$ cat config.mk
export PLATFORM = sky130hd
export DESIGN_NAME = sink_audio_link_regs
export DESIGN_NICKNAME = d
export VERILOG_FILES = /design/src/sink_audio_link_pkg.sv /design/src/sink_audio_link_regs.sv
export SDC_FILE = /design/constraint.sdc
export NUM_CORES = 2
export LEC_CHECK = 0
export ABC_AREA = 1
export BUFFER_PORTS_ARGS = -buffer_cell sky130_fd_sc_hd__buf_2
export CORE_AREA = 8 8 281 283
export DETAILED_ROUTE_END_ITERATION = 10
export DIE_AREA = 0 0 289 291
export PLACE_DENSITY = 0.69
export SLEW_MARGIN = 10
export SYNTH_ARGS = -nofsm -noshare
export SYNTH_HDL_FRONTEND = slang
export SYNTH_SLANG_ARGS = --single-unit
export TNS_END_PERCENT = 20
$ cat constraint.sdc
create_clock -name i_clock -period 31.2 [get_ports i_clock]
set_clock_uncertainty 0.1 [all_clocks]
set_input_delay 6.24 -clock i_clock [delete_from_list [all_inputs] [get_ports i_clock]]
set_output_delay 6.24 -clock i_clock [all_outputs]
set_load 0.01 [all_outputs]
$ cat src/sink_audio_link_pkg.sv
// constants for the sink audio and link configuration register bank
//
// Operation
// - lock status bit high while internal machine uses the reconfiguration port
// - audio packets accepted only while audio enable bit is one
// - info frame read as eight words, first holds header bytes zero to three
// - data bytes renumbered from zero, four per word, lowest byte low
// - audio m value in bits 23 to 0, upper bits reserved
// - audio n value in bits 23 to 0, upper bits reserved
// - info received bit set on arrival, cleared after eight reads, blocks new
// - extension received bit set on arrival, cleared after nine reads, blocks new
// - two-bit decoder error counter shown in audio status bits 2 to 1
// - every extension packet treated as exactly 32 bytes
// - extension window: nine reads, header first, ending with bytes 31 to 28
// - link rate mirror reads 0x06, 0x0A or 0x14 as configured
// - lane count mirror five bits, values one to four
// - framing mirror bit one while enhanced framing enabled
// - training pattern mirror two-bit code, 11 reserved
// - quality pattern mirror two-bit code
// - clock-out enable drives recovered clock onto test port
// - mirrors read-only, always reflect last transmitter write
package sink_audio_link_pkg;
  localparam logic [11:0] ADDR_LOCK_STATUS = 12'h02a8;
  localparam logic [11:0] ADDR_AUDIO_CONTROL = 12'h0300;
  localparam logic [11:0] ADDR_INFO_WINDOW = 12'h0304;
  localparam logic [11:0] ADDR_M_VALUE = 12'h0324;
  localparam logic [11:0] ADDR_N_VALUE = 12'h0328;
  localparam logic [11:0] ADDR_AUDIO_STATUS = 12'h032c;
  localparam logic [11:0] ADDR_EXT_WINDOW = 12'h0330;
  localparam logic [11:0] ADDR_LINK_RATE = 12'h0400;
  localparam logic [11:0] ADDR_LANE_COUNT = 12'h0404;
  localparam logic [11:0] ADDR_FRAMING = 12'h0408;
  localparam logic [11:0] ADDR_TRAINING = 12'h040c;
  localparam logic [11:0] ADDR_QUALITY = 12'h0410;
  localparam logic [11:0] ADDR_CLOCK_OUT = 12'h0414;
  localparam int INFO_WORDS = 8;
  localparam int EXT_WORDS = 9;
  localparam int EXT_BYTES = 32;
  localparam int TS_WIDTH = 24;
  localparam int BIT_AUDIO_ENABLE = 0;
  localparam int BIT_INFO_RECEIVED = 0;
  localparam int BIT_EXT_RECEIVED = 9;
  localparam int LSB_DECODER_ERRORS = 1;
  localparam logic [1:0] AXI_OKAY = 2'h0;
  localparam logic [1:0] AXI_SLVERR = 2'h2;
  localparam logic [7:0] RATE_1G62 = 8'h06;
  localparam logic [7:0] RATE_2G7 = 8'h0a;
  localparam logic [7:0] RATE_5G4 = 8'h14;
endpackage

$ cat src/sink_audio_link_regs.sv
// axi4-lite register bank for sink audio readout and link configuration mirrors
`timescale 1ns/1ns
`default_nettype none
module sink_audio_link_regs
(
  // clock and reset
  input wire logic i_clock,
  input wire logic i_rst,
  // axi4-lite write address and data
  input wire logic [11:0] i_awaddr,
  input wire logic i_awvalid,
  output logic o_awready,
  input wire logic [31:0] i_wdata,
  input wire logic [3:0] i_wstrb,
  input wire logic i_wvalid,
  output logic o_wready,
  output logic [1:0] o_bresp,
  output logic o_bvalid,
  input wire logic i_bready,
  // axi4-lite read
  input wire logic [11:0] i_araddr,
  input wire logic i_arvalid,
  output logic o_arready,
  output logic [31:0] o_rdata,
  output logic [1:0] o_rresp,
  output logic o_rvalid,
  input wire logic i_rready,
  // reconfiguration port activity
  input wire logic i_reconfig_busy,
  // received audio packets
  input wire logic i_info_valid,
  input wire logic [255:0] i_info_frame,
  input wire logic i_ext_valid,
  input wire logic [287:0] i_ext_packet,
  input wire logic i_timestamp_valid,
  input wire logic [23:0] i_audio_m_value,
  input wire logic [23:0] i_audio_n_value,
  input wire logic i_decoder_error,
  // sink configuration data space writes by the transmitter
  input wire logic [7:0] i_cfg_link_rate,
  input wire logic [4:0] i_cfg_lane_count,
  input wire logic i_cfg_enhanced_framing,
  input wire logic [1:0] i_cfg_training_pattern,
  input wire logic [1:0] i_cfg_quality_pattern,
  input wire logic i_cfg_clock_out_enable,
  input wire logic i_recovered_clock,
  // block outputs
  output logic o_audio_enable,
  output logic o_info_taken,
  output logic o_ext_taken,
  output logic o_test_clock
);

  // ----------------------------------------
  // state
  // ----------------------------------------
  logic lock_status;
  logic audio_enable;
  logic [255:0] info_store;
  logic [287:0] ext_store;
  logic info_received;
  logic ext_received;
  logic [3:0] info_index;
  logic [3:0] ext_index;
  logic [23:0] m_value;
  logic [23:0] n_value;
  logic [1:0] decoder_errors;
  logic [7:0] link_rate;
  logic [4:0] lane_count;
  logic framing;
  logic [1:0] training;
  logic [1:0] quality;
  logic clock_out;
  logic aw_held;
  logic w_held;
  logic [11:0] aw_addr;
  logic [31:0] w_data;
  logic [3:0] w_strb;
  logic rd_fire;
  logic wr_fire;
  logic info_read;
  logic ext_read;
  logic [31:0] next_rdata;
  logic next_rresp;
  logic accept_info;
  logic accept_ext;
  logic [11:0] rd_addr;

  // low address bits are ignored so the window index moves on every unaligned alias
  assign rd_addr = {i_araddr[11:2], 2'b00};
  assign wr_fire = aw_held && w_held && !o_bvalid;
  assign rd_fire = i_arvalid && o_arready;
  assign info_read = rd_fire && rd_addr == sink_audio_link_pkg::ADDR_INFO_WINDOW;
  assign ext_read = rd_fire && rd_addr == sink_audio_link_pkg::ADDR_EXT_WINDOW;
  assign accept_info = i_info_valid && audio_enable && !info_received;
  assign accept_ext = i_ext_valid && audio_enable && !ext_received;

  // ----------------------------------------
  // axi write channel
  // ----------------------------------------
  always_ff @(posedge i_clock or posedge i_rst)
  begin
    if (i_rst)
    begin
      aw_held <= 1'b0;
      w_held <= 1'b0;
      aw_addr <= 12'h0000;
      w_data <= 32'h0000_0000;
      w_strb <= 4'h0;
      o_awready <= 1'b0;
      o_wready <= 1'b0;
      o_bvalid <= 1'b0;
      o_bresp <= sink_audio_link_pkg::AXI_OKAY;
    end
    else
    begin
      o_awready <= !aw_held && !(i_awvalid && o_awready) && !o_bvalid;
      o_wready <= !w_held && !(i_wvalid && o_wready) && !o_bvalid;
      if (i_awvalid && o_awready)
      begin
        aw_held <= 1'b1;
        aw_addr <= {i_awaddr[11:2], 2'b00};
      end
      if (i_wvalid && o_wready)
      begin
        w_held <= 1'b1;
        w_data <= i_wdata;
        w_strb <= i_wstrb;
      end
      if (wr_fire)
      begin
        aw_held <= 1'b0;
        w_held <= 1'b0;
        o_bvalid <= 1'b1;
        o_bresp <= aw_addr == sink_audio_link_pkg::ADDR_AUDIO_CONTROL ?
          sink_audio_link_pkg::AXI_OKAY : sink_audio_link_pkg::AXI_SLVERR;
      end
      else if (o_bvalid && i_bready)
        o_bvalid <= 1'b0;
    end
  end

  // ----------------------------------------
  // control register
  // ----------------------------------------
  always_ff @(posedge i_clock or posedge i_rst)
  begin
    if (i_rst)
      audio_enable <= 1'b0;
    else if (wr_fire && aw_addr == sink_audio_link_pkg::ADDR_AUDIO_CONTROL && w_strb[0])
      audio_enable <= w_data[sink_audio_link_pkg::BIT_AUDIO_ENABLE];
  end

  // ----------------------------------------
  // packet capture and keyhole windows
  // ----------------------------------------
  always_ff @(posedge i_clock or posedge i_rst)
  begin
    if (i_rst)
    begin
      info_store <= '0;
      info_received <= 1'b0;
      info_index <= 4'h0;
    end
    else if (accept_info)
    begin
      info_store <= i_info_frame;
      info_received <= 1'b1;
      info_index <= 4'h0;
    end
    else if (info_read)
    begin
      if (32'(info_index) == sink_audio_link_pkg::INFO_WORDS - 1)
      begin
        info_received <= 1'b0;
        info_index <= 4'h0;
      end
      else
        info_index <= info_index + 4'h1;
    end
  end

  always_ff @(posedge i_clock or posedge i_rst)
  begin
    if (i_rst)
    begin
      ext_store <= '0;
      ext_received <= 1'b0;
      ext_index <= 4'h0;
    end
    else if (accept_ext)
    begin
      ext_store <= i_ext_packet;
      ext_received <= 1'b1;
      ext_index <= 4'h0;
    end
    else if (ext_read)
    begin
      if (32'(ext_index) == sink_audio_link_pkg::EXT_WORDS - 1)
      begin
        ext_received <= 1'b0;
        ext_index <= 4'h0;
      end
      else
        ext_index <= ext_index + 4'h1;
    end
  end

  // ----------------------------------------
  // timestamp, error counter and status
  // ----------------------------------------
  always_ff @(posedge i_clock or posedge i_rst)
  begin
    if (i_rst)
    begin
      m_value <= 24'h00_0000;
      n_value <= 24'h00_0000;
    end
    else if (i_timestamp_valid && audio_enable)
    begin
      m_value <= i_audio_m_value;
      n_value <= i_audio_n_value;
    end
  end

  always_ff @(posedge i_clock or posedge i_rst)
  begin
    if (i_rst)
      decoder_errors <= 2'h0;
    else if (i_decoder_error)
      decoder_errors <= decoder_errors + 2'h1;
  end

  always_ff @(posedge i_clock or posedge i_rst)
  begin
    if (i_rst)
      lock_status <= 1'b0;
    else
      lock_status <= i_reconfig_busy;
  end

  // ----------------------------------------
  // configuration mirrors
  // ----------------------------------------
  always_ff @(posedge i_clock or posedge i_rst)
  begin
    if (i_rst)
    begin
      link_rate <= 8'h00;
      lane_count <= 5'h00;
      framing <= 1'b0;
      training <= 2'h0;
      quality <= 2'h0;
      clock_out <= 1'b0;
    end
    else
    begin
      link_rate <= i_cfg_link_rate;
      lane_count <= i_cfg_lane_count;
      framing <= i_cfg_enhanced_framing;
      training <= i_cfg_training_pattern;
      quality <= i_cfg_quality_pattern;
      clock_out <= i_cfg_clock_out_enable;
    end
  end

  // ----------------------------------------
  // read decode
  // ----------------------------------------
  always_comb
  begin
    next_rdata = 32'h0000_0000;
    next_rresp = 1'b0;
    case (rd_addr)
      sink_audio_link_pkg::ADDR_LOCK_STATUS: next_rdata = {31'h0, lock_status};
      sink_audio_link_pkg::ADDR_AUDIO_CONTROL: next_rdata = {31'h0, audio_enable};
      sink_audio_link_pkg::ADDR_INFO_WINDOW: next_rdata = info_store[32*info_index +: 32];
      sink_audio_link_pkg::ADDR_M_VALUE: next_rdata = {8'h00, m_value};
      sink_audio_link_pkg::ADDR_N_VALUE: next_rdata = {8'h00, n_value};
      sink_audio_link_pkg::ADDR_AUDIO_STATUS:
        next_rdata = {22'h0, ext_received, 6'h00, decoder_errors, info_received};
      sink_audio_link_pkg::ADDR_EXT_WINDOW: next_rdata = ext_store[32*ext_index +: 32];
      sink_audio_link_pkg::ADDR_LINK_RATE: next_rdata = {24'h00_0000, link_rate};
      sink_audio_link_pkg::ADDR_LANE_COUNT: next_rdata = {27'h0, lane_count};
      sink_audio_link_pkg::ADDR_FRAMING: next_rdata = {31'h0, framing};
      sink_audio_link_pkg::ADDR_TRAINING: next_rdata = {30'h0, training};
      sink_audio_link_pkg::ADDR_QUALITY: next_rdata = {30'h0, quality};
      sink_audio_link_pkg::ADDR_CLOCK_OUT: next_rdata = {31'h0, clock_out};
      default: next_rresp = 1'b1;
    endcase
  end

  always_ff @(posedge i_clock or posedge i_rst)
  begin
    if (i_rst)
    begin
      o_arready <= 1'b0;
      o_rvalid <= 1'b0;
      o_rdata <= 32'h0000_0000;
      o_rresp <= sink_audio_link_pkg::AXI_OKAY;
    end
    else
    begin
      o_arready <= !o_rvalid && !rd_fire;
      if (rd_fire)
      begin
        o_rvalid <= 1'b1;
        o_rdata <= next_rdata;
        o_rresp <= next_rresp ? sink_audio_link_pkg::AXI_SLVERR : sink_audio_link_pkg::AXI_OKAY;
      end
      else if (o_rvalid && i_rready)
        o_rvalid <= 1'b0;
    end
  end

  // ----------------------------------------
  // outputs
  // ----------------------------------------
  always_ff @(posedge i_clock or posedge i_rst)
  begin
    if (i_rst)
    begin
      o_audio_enable <= 1'b0;
      o_info_taken <= 1'b0;
      o_ext_taken <= 1'b0;
      o_test_clock <= 1'b0;
    end
    else
    begin
      o_audio_enable <= audio_enable;
      o_info_taken <= accept_info;
      o_ext_taken <= accept_ext;
      o_test_clock <= clock_out & i_recovered_clock;
    end
  end

endmodule // sink_audio_link_regs
`default_nettype wire

Yosys cells after proc, flatten, opt, wreduce, memory -nomap -nowiden
Index checks and enable logic that the tools add are counted.
{"block": "word_totals", "regBits": 684, "latchBits": 0, "mem_bits_rw": 0, "mem_bits_ro": 0, "input_bits": 684, "elab_cells": 120, "memories": 0}
{"block": "op_classes", "n_addsub": 3, "mul": 0, "div": 0, "n_lt_le_gt_ge": 0, "n_eq_ne": 16, "shift": 2, "muxes": 23, "n_bitwise": 1, "reduce_logical": 41}
{"operator": "case mux 32 bit (13 select lines)", "n": 1}
{"operator": "variable part select 288 x 10 -> 32 bit", "n": 1}
{"operator": "variable part select 256 x 10 -> 32 bit", "n": 1}
{"operator": "== test 10 x 8 -> 1 bit (second input constant)", "n": 8}
{"operator": "== test 10 x 9 -> 1 bit (second input constant)", "n": 6}
{"operator": "two-way mux 4 bit", "n": 6}
{"operator": "logical AND 1 bit", "n": 21}
{"operator": "nonzero test 2 bit", "n": 8}
{"operator": "two-way mux 1 bit", "n": 14}
{"operator": "OR reduction 13 bit", "n": 1}
{"operator": "zero test 1 bit", "n": 9}
{"operator": "adder 4 x 1 -> 4 bit (second input constant)", "n": 2}
{"operator": "== test 4 x 3 -> 1 bit (second input constant)", "n": 1}
{"operator": "== test 4 bit (second input constant)", "n": 1}
{"operator": "two-way mux 2 bit", "n": 2}
{"operator": "AND reduction 2 bit", "n": 2}
{"operator": "adder 2 x 1 -> 2 bit (second input constant)", "n": 1}
{"operator": "AND 1 bit", "n": 1}

Depth between registers and ports, before layout
{"block": "logic_depth", "word_depth": 4, "depth_mapped": 14, "ltp_nobuf": 13}

Worst setup path after synthesis
No wires, ideal clock.
{"block": "synth_path", "path_kind": "input-to-reg", "startpoint": "input i_araddr[5]", "endpoint": "register o_rdata[5]", "t_arrival_ns": 7.251, "slack_ns": 23.784, "cell_stages": 10, "n_path_buf": 1, "path_cell_list": "nor2_1 > nand2_2 > nor3_4 > buf_6 > nand2_1 > nor2_1 > nor2_1 > nand2_1 > nand2_1 > nand2_1"}
{"block": "synth_between", "elab_chain_len": 2, "word_cells_on_any_way": 14}
{"element": "start: declaration", "line_no": "sink_audio_link_regs.sv:21", "rtl": "input wire logic [11:0] i_araddr,"}
{"element": "== test 10 x 9 -> 1 bit or == test 10 x 8 -> 1 bit (tied branches)", "line_no": "sink_audio_link_regs.sv:274", "rtl": "case (rd_addr)"}
{"element": "case mux 32 bit (13 select lines) (*)", "line_no": "sink_audio_link_regs.sv:274"}
{"element": "end signal: assignment", "line_no": "sink_audio_link_regs.sv:308", "rtl": "o_rdata <= next_rdata;"}
{"element": "end: declaration", "line_no": "sink_audio_link_regs.sv:24", "rtl": "output logic [31:0] o_rdata,"}
Every way passes the cells marked *; elsewhere a longest branch is shown, timed or not.
A chain may end at the register's enable or synchronous reset.

==> impl_metrics.env <==
export IMPL_status="finished clean"
export IMPL_routedWlPerCell_um=20.4
export IMPL_synth_edf_count=0
export IMPL_antenna_found_initial=24
export IMPL_grt_max_degree=250
export IMPL_synth_top_family_by_area="simple AND/OR/NAND/NOR gates"
export IMPL_rsz0062_at_grt="no"
export IMPL_synth_mux_area_share_pct=1.72
export IMPL_ys_top_cells_by_count="nand2_1 (1731), dfrtp_1 (682), o21ai_0 (372), inv_1 (259), nor2_1 (188)"
export IMPL_tns_ns=0
export IMPL_total_power_uw=2760
export IMPL_post_cts_buffers=0
export IMPL_tightest_slew_ns=1.29
export IMPL_path_cells="buf_2 > inv_8 > buf_4 > buf_4 > buf_4 > buf_4"
export IMPL_finalMaxSlewViolations=0
export IMPL_cts_sinks=682
export IMPL_die_h_um=291
export IMPL_crit_top_cell="buf_4"
export IMPL_h_tree_depth=3
export IMPL_whs_ns=0.340
export IMPL_path_clk_slew_ns=0.06
export IMPL_seq_area_frac_synth_pct=54.3
export IMPL_stdcell_count=5560
export IMPL_power_frac_clock_pct=33.7
export IMPL_clockBufferDepth=3
export IMPL_firstDrtPassIters=6
export IMPL_finalCritPeriodShare_pct=30.6
export IMPL_die_width_um=289
export IMPL_grt_pass1_vias=28400
export IMPL_cpPeakStageDelay_ns=0.81
export IMPL_cts_hold_buffers_added=0
export IMPL_syn_avg_cell_area_um2=7.95
export IMPL_area_growth_pct=20.6
export IMPL_fin_crit_ns=9.56
export IMPL_crit_type="in -> async"
export IMPL_leakagePower_uw=0.0205
export IMPL_tritoncts="built"
export IMPL_maxCapViolCount=0
export IMPL_synthSimpleGateAreaFrac_pct=26.6
export IMPL_cp_start_kind="input port"
export IMPL_finalHoldViolCount=0
export IMPL_synthCells=3952
export IMPL_place_detailed_instances=5407
export IMPL_die_area_mm2=0.0841
export IMPL_final_antenna_net_count=0
export IMPL_clkLatencyLatePin_ns=0.64
export IMPL_core_area_mm2=0.0748
export IMPL_yosysTopAreaCell="dfrtp_1"
export IMPL_synth_top_cell_area_share_pct=54.3
export IMPL_end_kind="async pin"
export IMPL_synth_xor_area_share_pct=0.0836
export IMPL_slew_limit_headroom_pct=14.0
export IMPL_vdd_ir_drop_worst_mv=0.0459
export IMPL_vias=28400
export IMPL_synthFlopType="dfrtp_1"
export IMPL_boundaryPins=729
export IMPL_ys_top_cells_by_area="dfrtp_1 (54%), nand2_1 (21%), o21ai_0 (5.9%), inv_1 (3.1%), nand3_1 (2.7%)"
export IMPL_synth_fa_ha_area_share_pct=0.119
export IMPL_combPwrFrac_pct=23.9
export IMPL_async_flop_share_pct=100
export IMPL_io_buffers=688
export IMPL_p_sw_share_pct=33.1
export IMPL_drtIter0Drc=2438
export IMPL_grtUsageTotal_pct=26.2
export IMPL_worst_path_max_delay_cell="buf_4"
export IMPL_vias_per_cell=5.10
export IMPL_gp_congestion=0.894
export IMPL_p_switching_uw=915
export IMPL_synth_cell_types=38
export IMPL_grt_first_pass_wirelength_mm=169
export IMPL_clockRootBuffer="clkbuf_16"
export IMPL_start_util_pct=42.0
export IMPL_hpwlAfterDp_mm=81.9
export IMPL_synth_area_mm2=0.0314
export IMPL_overflow=0
export IMPL_setup_viol=0
export IMPL_fp_row_count=101
export IMPL_seq_power_share_pct=42.4
export IMPL_power_density_mw_per_mm2=73.0
export IMPL_drive_above_1_share_pct=20.1
export IMPL_ys_ff_latch=682
export IMPL_p_int_uw=1850
export IMPL_cts_resized=0
export IMPL_hold_path_class="reg -> reg"
export IMPL_worstPathRequired_ns=31.79
export IMPL_drc=0
export IMPL_yosysWarnings=0
export IMPL_nNetsFinal=5195
export IMPL_wl_mm=113
export IMPL_yosysMostFrequentCell="nand2_1"
export IMPL_arrival_ns=10.15
export IMPL_fmax_mhz=105
export IMPL_crit_fanout=102
export IMPL_cts_made_buffers=77
export IMPL_synth_compound_area_share_pct=10.3
==> layer usage <==
| layer | vias to the layer above | part of all wire [%] | GRT usage [%] |
|---|---|---|---|
| met5 | - | 0.031 | 0 |
| met4 | 8 | 4.6 | 12.1 |
| met3 | 244 | 7.0 | 5.85 |
| met2 | 1018 | 46 | 41.4 |
| met1 | 13500 | 42 | 34.0 |
| li1 | 13600 | - | - |
==> cell type report <==
| class | count | area, µm² |
|---|---|---|
| fillers | 7261 | 36900 |
| flip-flops and latches | 682 | 17100 |
| multi-input cells | 2761 | 12200 |
| repair buffers | 722 | 3710 |
| clock buffers | 109 | 2200 |
| well taps | 978 | 1220 |
| inverters | 264 | 1010 |
| clock inverters | 24 | 397 |
| diodes | 20 | 50.0 |
==> power by group through the flow <==
stage	clock (µW)	sequential (µW)	combinational (µW)
after floorplan	0	1150	472
after global placement	0	1180	642
after detailed placement	0	1180	656
after CTS	947	1170	660
after global routing	980	1190	747
final	932	1170	661
==> path summary, 6_finish.rpt <==
| kind | to | slack (ns) | start | cells after the start |
|---|---|---|---|---|
| worst min register to register | o_arready$_DFF_PP0_ | 0.34 | o_rvalid$_DFFE_PP0P_ | 1 |
| worst min-delay path | o_arready$_DFF_PP0_ | 0.34 | o_rvalid$_DFFE_PP0P_ | 1 |
| max in group i_clock | ext_store[235]$_DFFE_PP0P_ | 22.75 | i_ext_valid | 6 |
| worst max-delay path | ext_store[16]$_DFFE_PP0P_ | 21.64 | i_rst | 6 |
| worst max register to register | o_rdata[0]$_DFFE_PP0P_ | 27.61 | info_index[0]$_DFFE_PP0P_ | 11 |
| min in group asynchronous | o_rdata[16]$_DFFE_PP0P_ | 5.65 | i_rst | 2 |
==> worst max-delay path: cells and delay by family <==
| family | cells | cell delay, ns |
|---|---|---|
| buffers and inverters | 6 | 3.69 |
==> logic make-up after synthesis <==
kind of cell | count (synthesis)
xor+xnor | 3
simple gates | 2125
flops | 682
mux | 48
fa+ha+maj | 3
other cells | 1
compound gates | 580
buf+inv | 510
==> sequential cells by signal, indices dropped and copies added (netlist names), 2 cells and up <==
| signal | count |
|---|---|
| quality | 2 |
| link_rate | 8 |
| lane_count | 5 |
| info_store | 256 |
| info_index | 4 |
| decoder_errors | 2 |
| training | 2 |
| o_rdata | 32 |
| ext_store | 288 |
| m_value | 24 |
| ext_index | 4 |
| n_value | 24 |
| aw_addr | 10 |
==> per-stage QoR <==
step / utilization [%] / area (µm²) / setup WS [ns]
2_1_floorplan: - / 31400 / 5.74
3_3_place_gp: 47.1 / 35200 / 20.81
3_5_place_dp: 47.1 / 35200 / 20.79
4_1_cts: 50.6 / 37800 / 21.48
5_1_grt: 50.6 / 37900 / 21.01
6_report: 50.6 / 37900 / 21.64
==> placed cells by master, fill, tap and decap left out, types with 9 or more instances in the layout <==
cell type	instances
a21oi_1	83
buf_2	688
buf_4	33
clkbuf_1	18
clkbuf_16	78
clkbuf_8	13
clkinv_2	10
dfrtp_1	678
diode_2	20
inv_1	257
mux2_2	48
nand2_1	1729
nand3_1	169
nand4_1	12
nor2_1	188
nor2_4	9
o211ai_1	100
o21ai_0	372
o221ai_1	16
(Power assumes the default switching activity.)
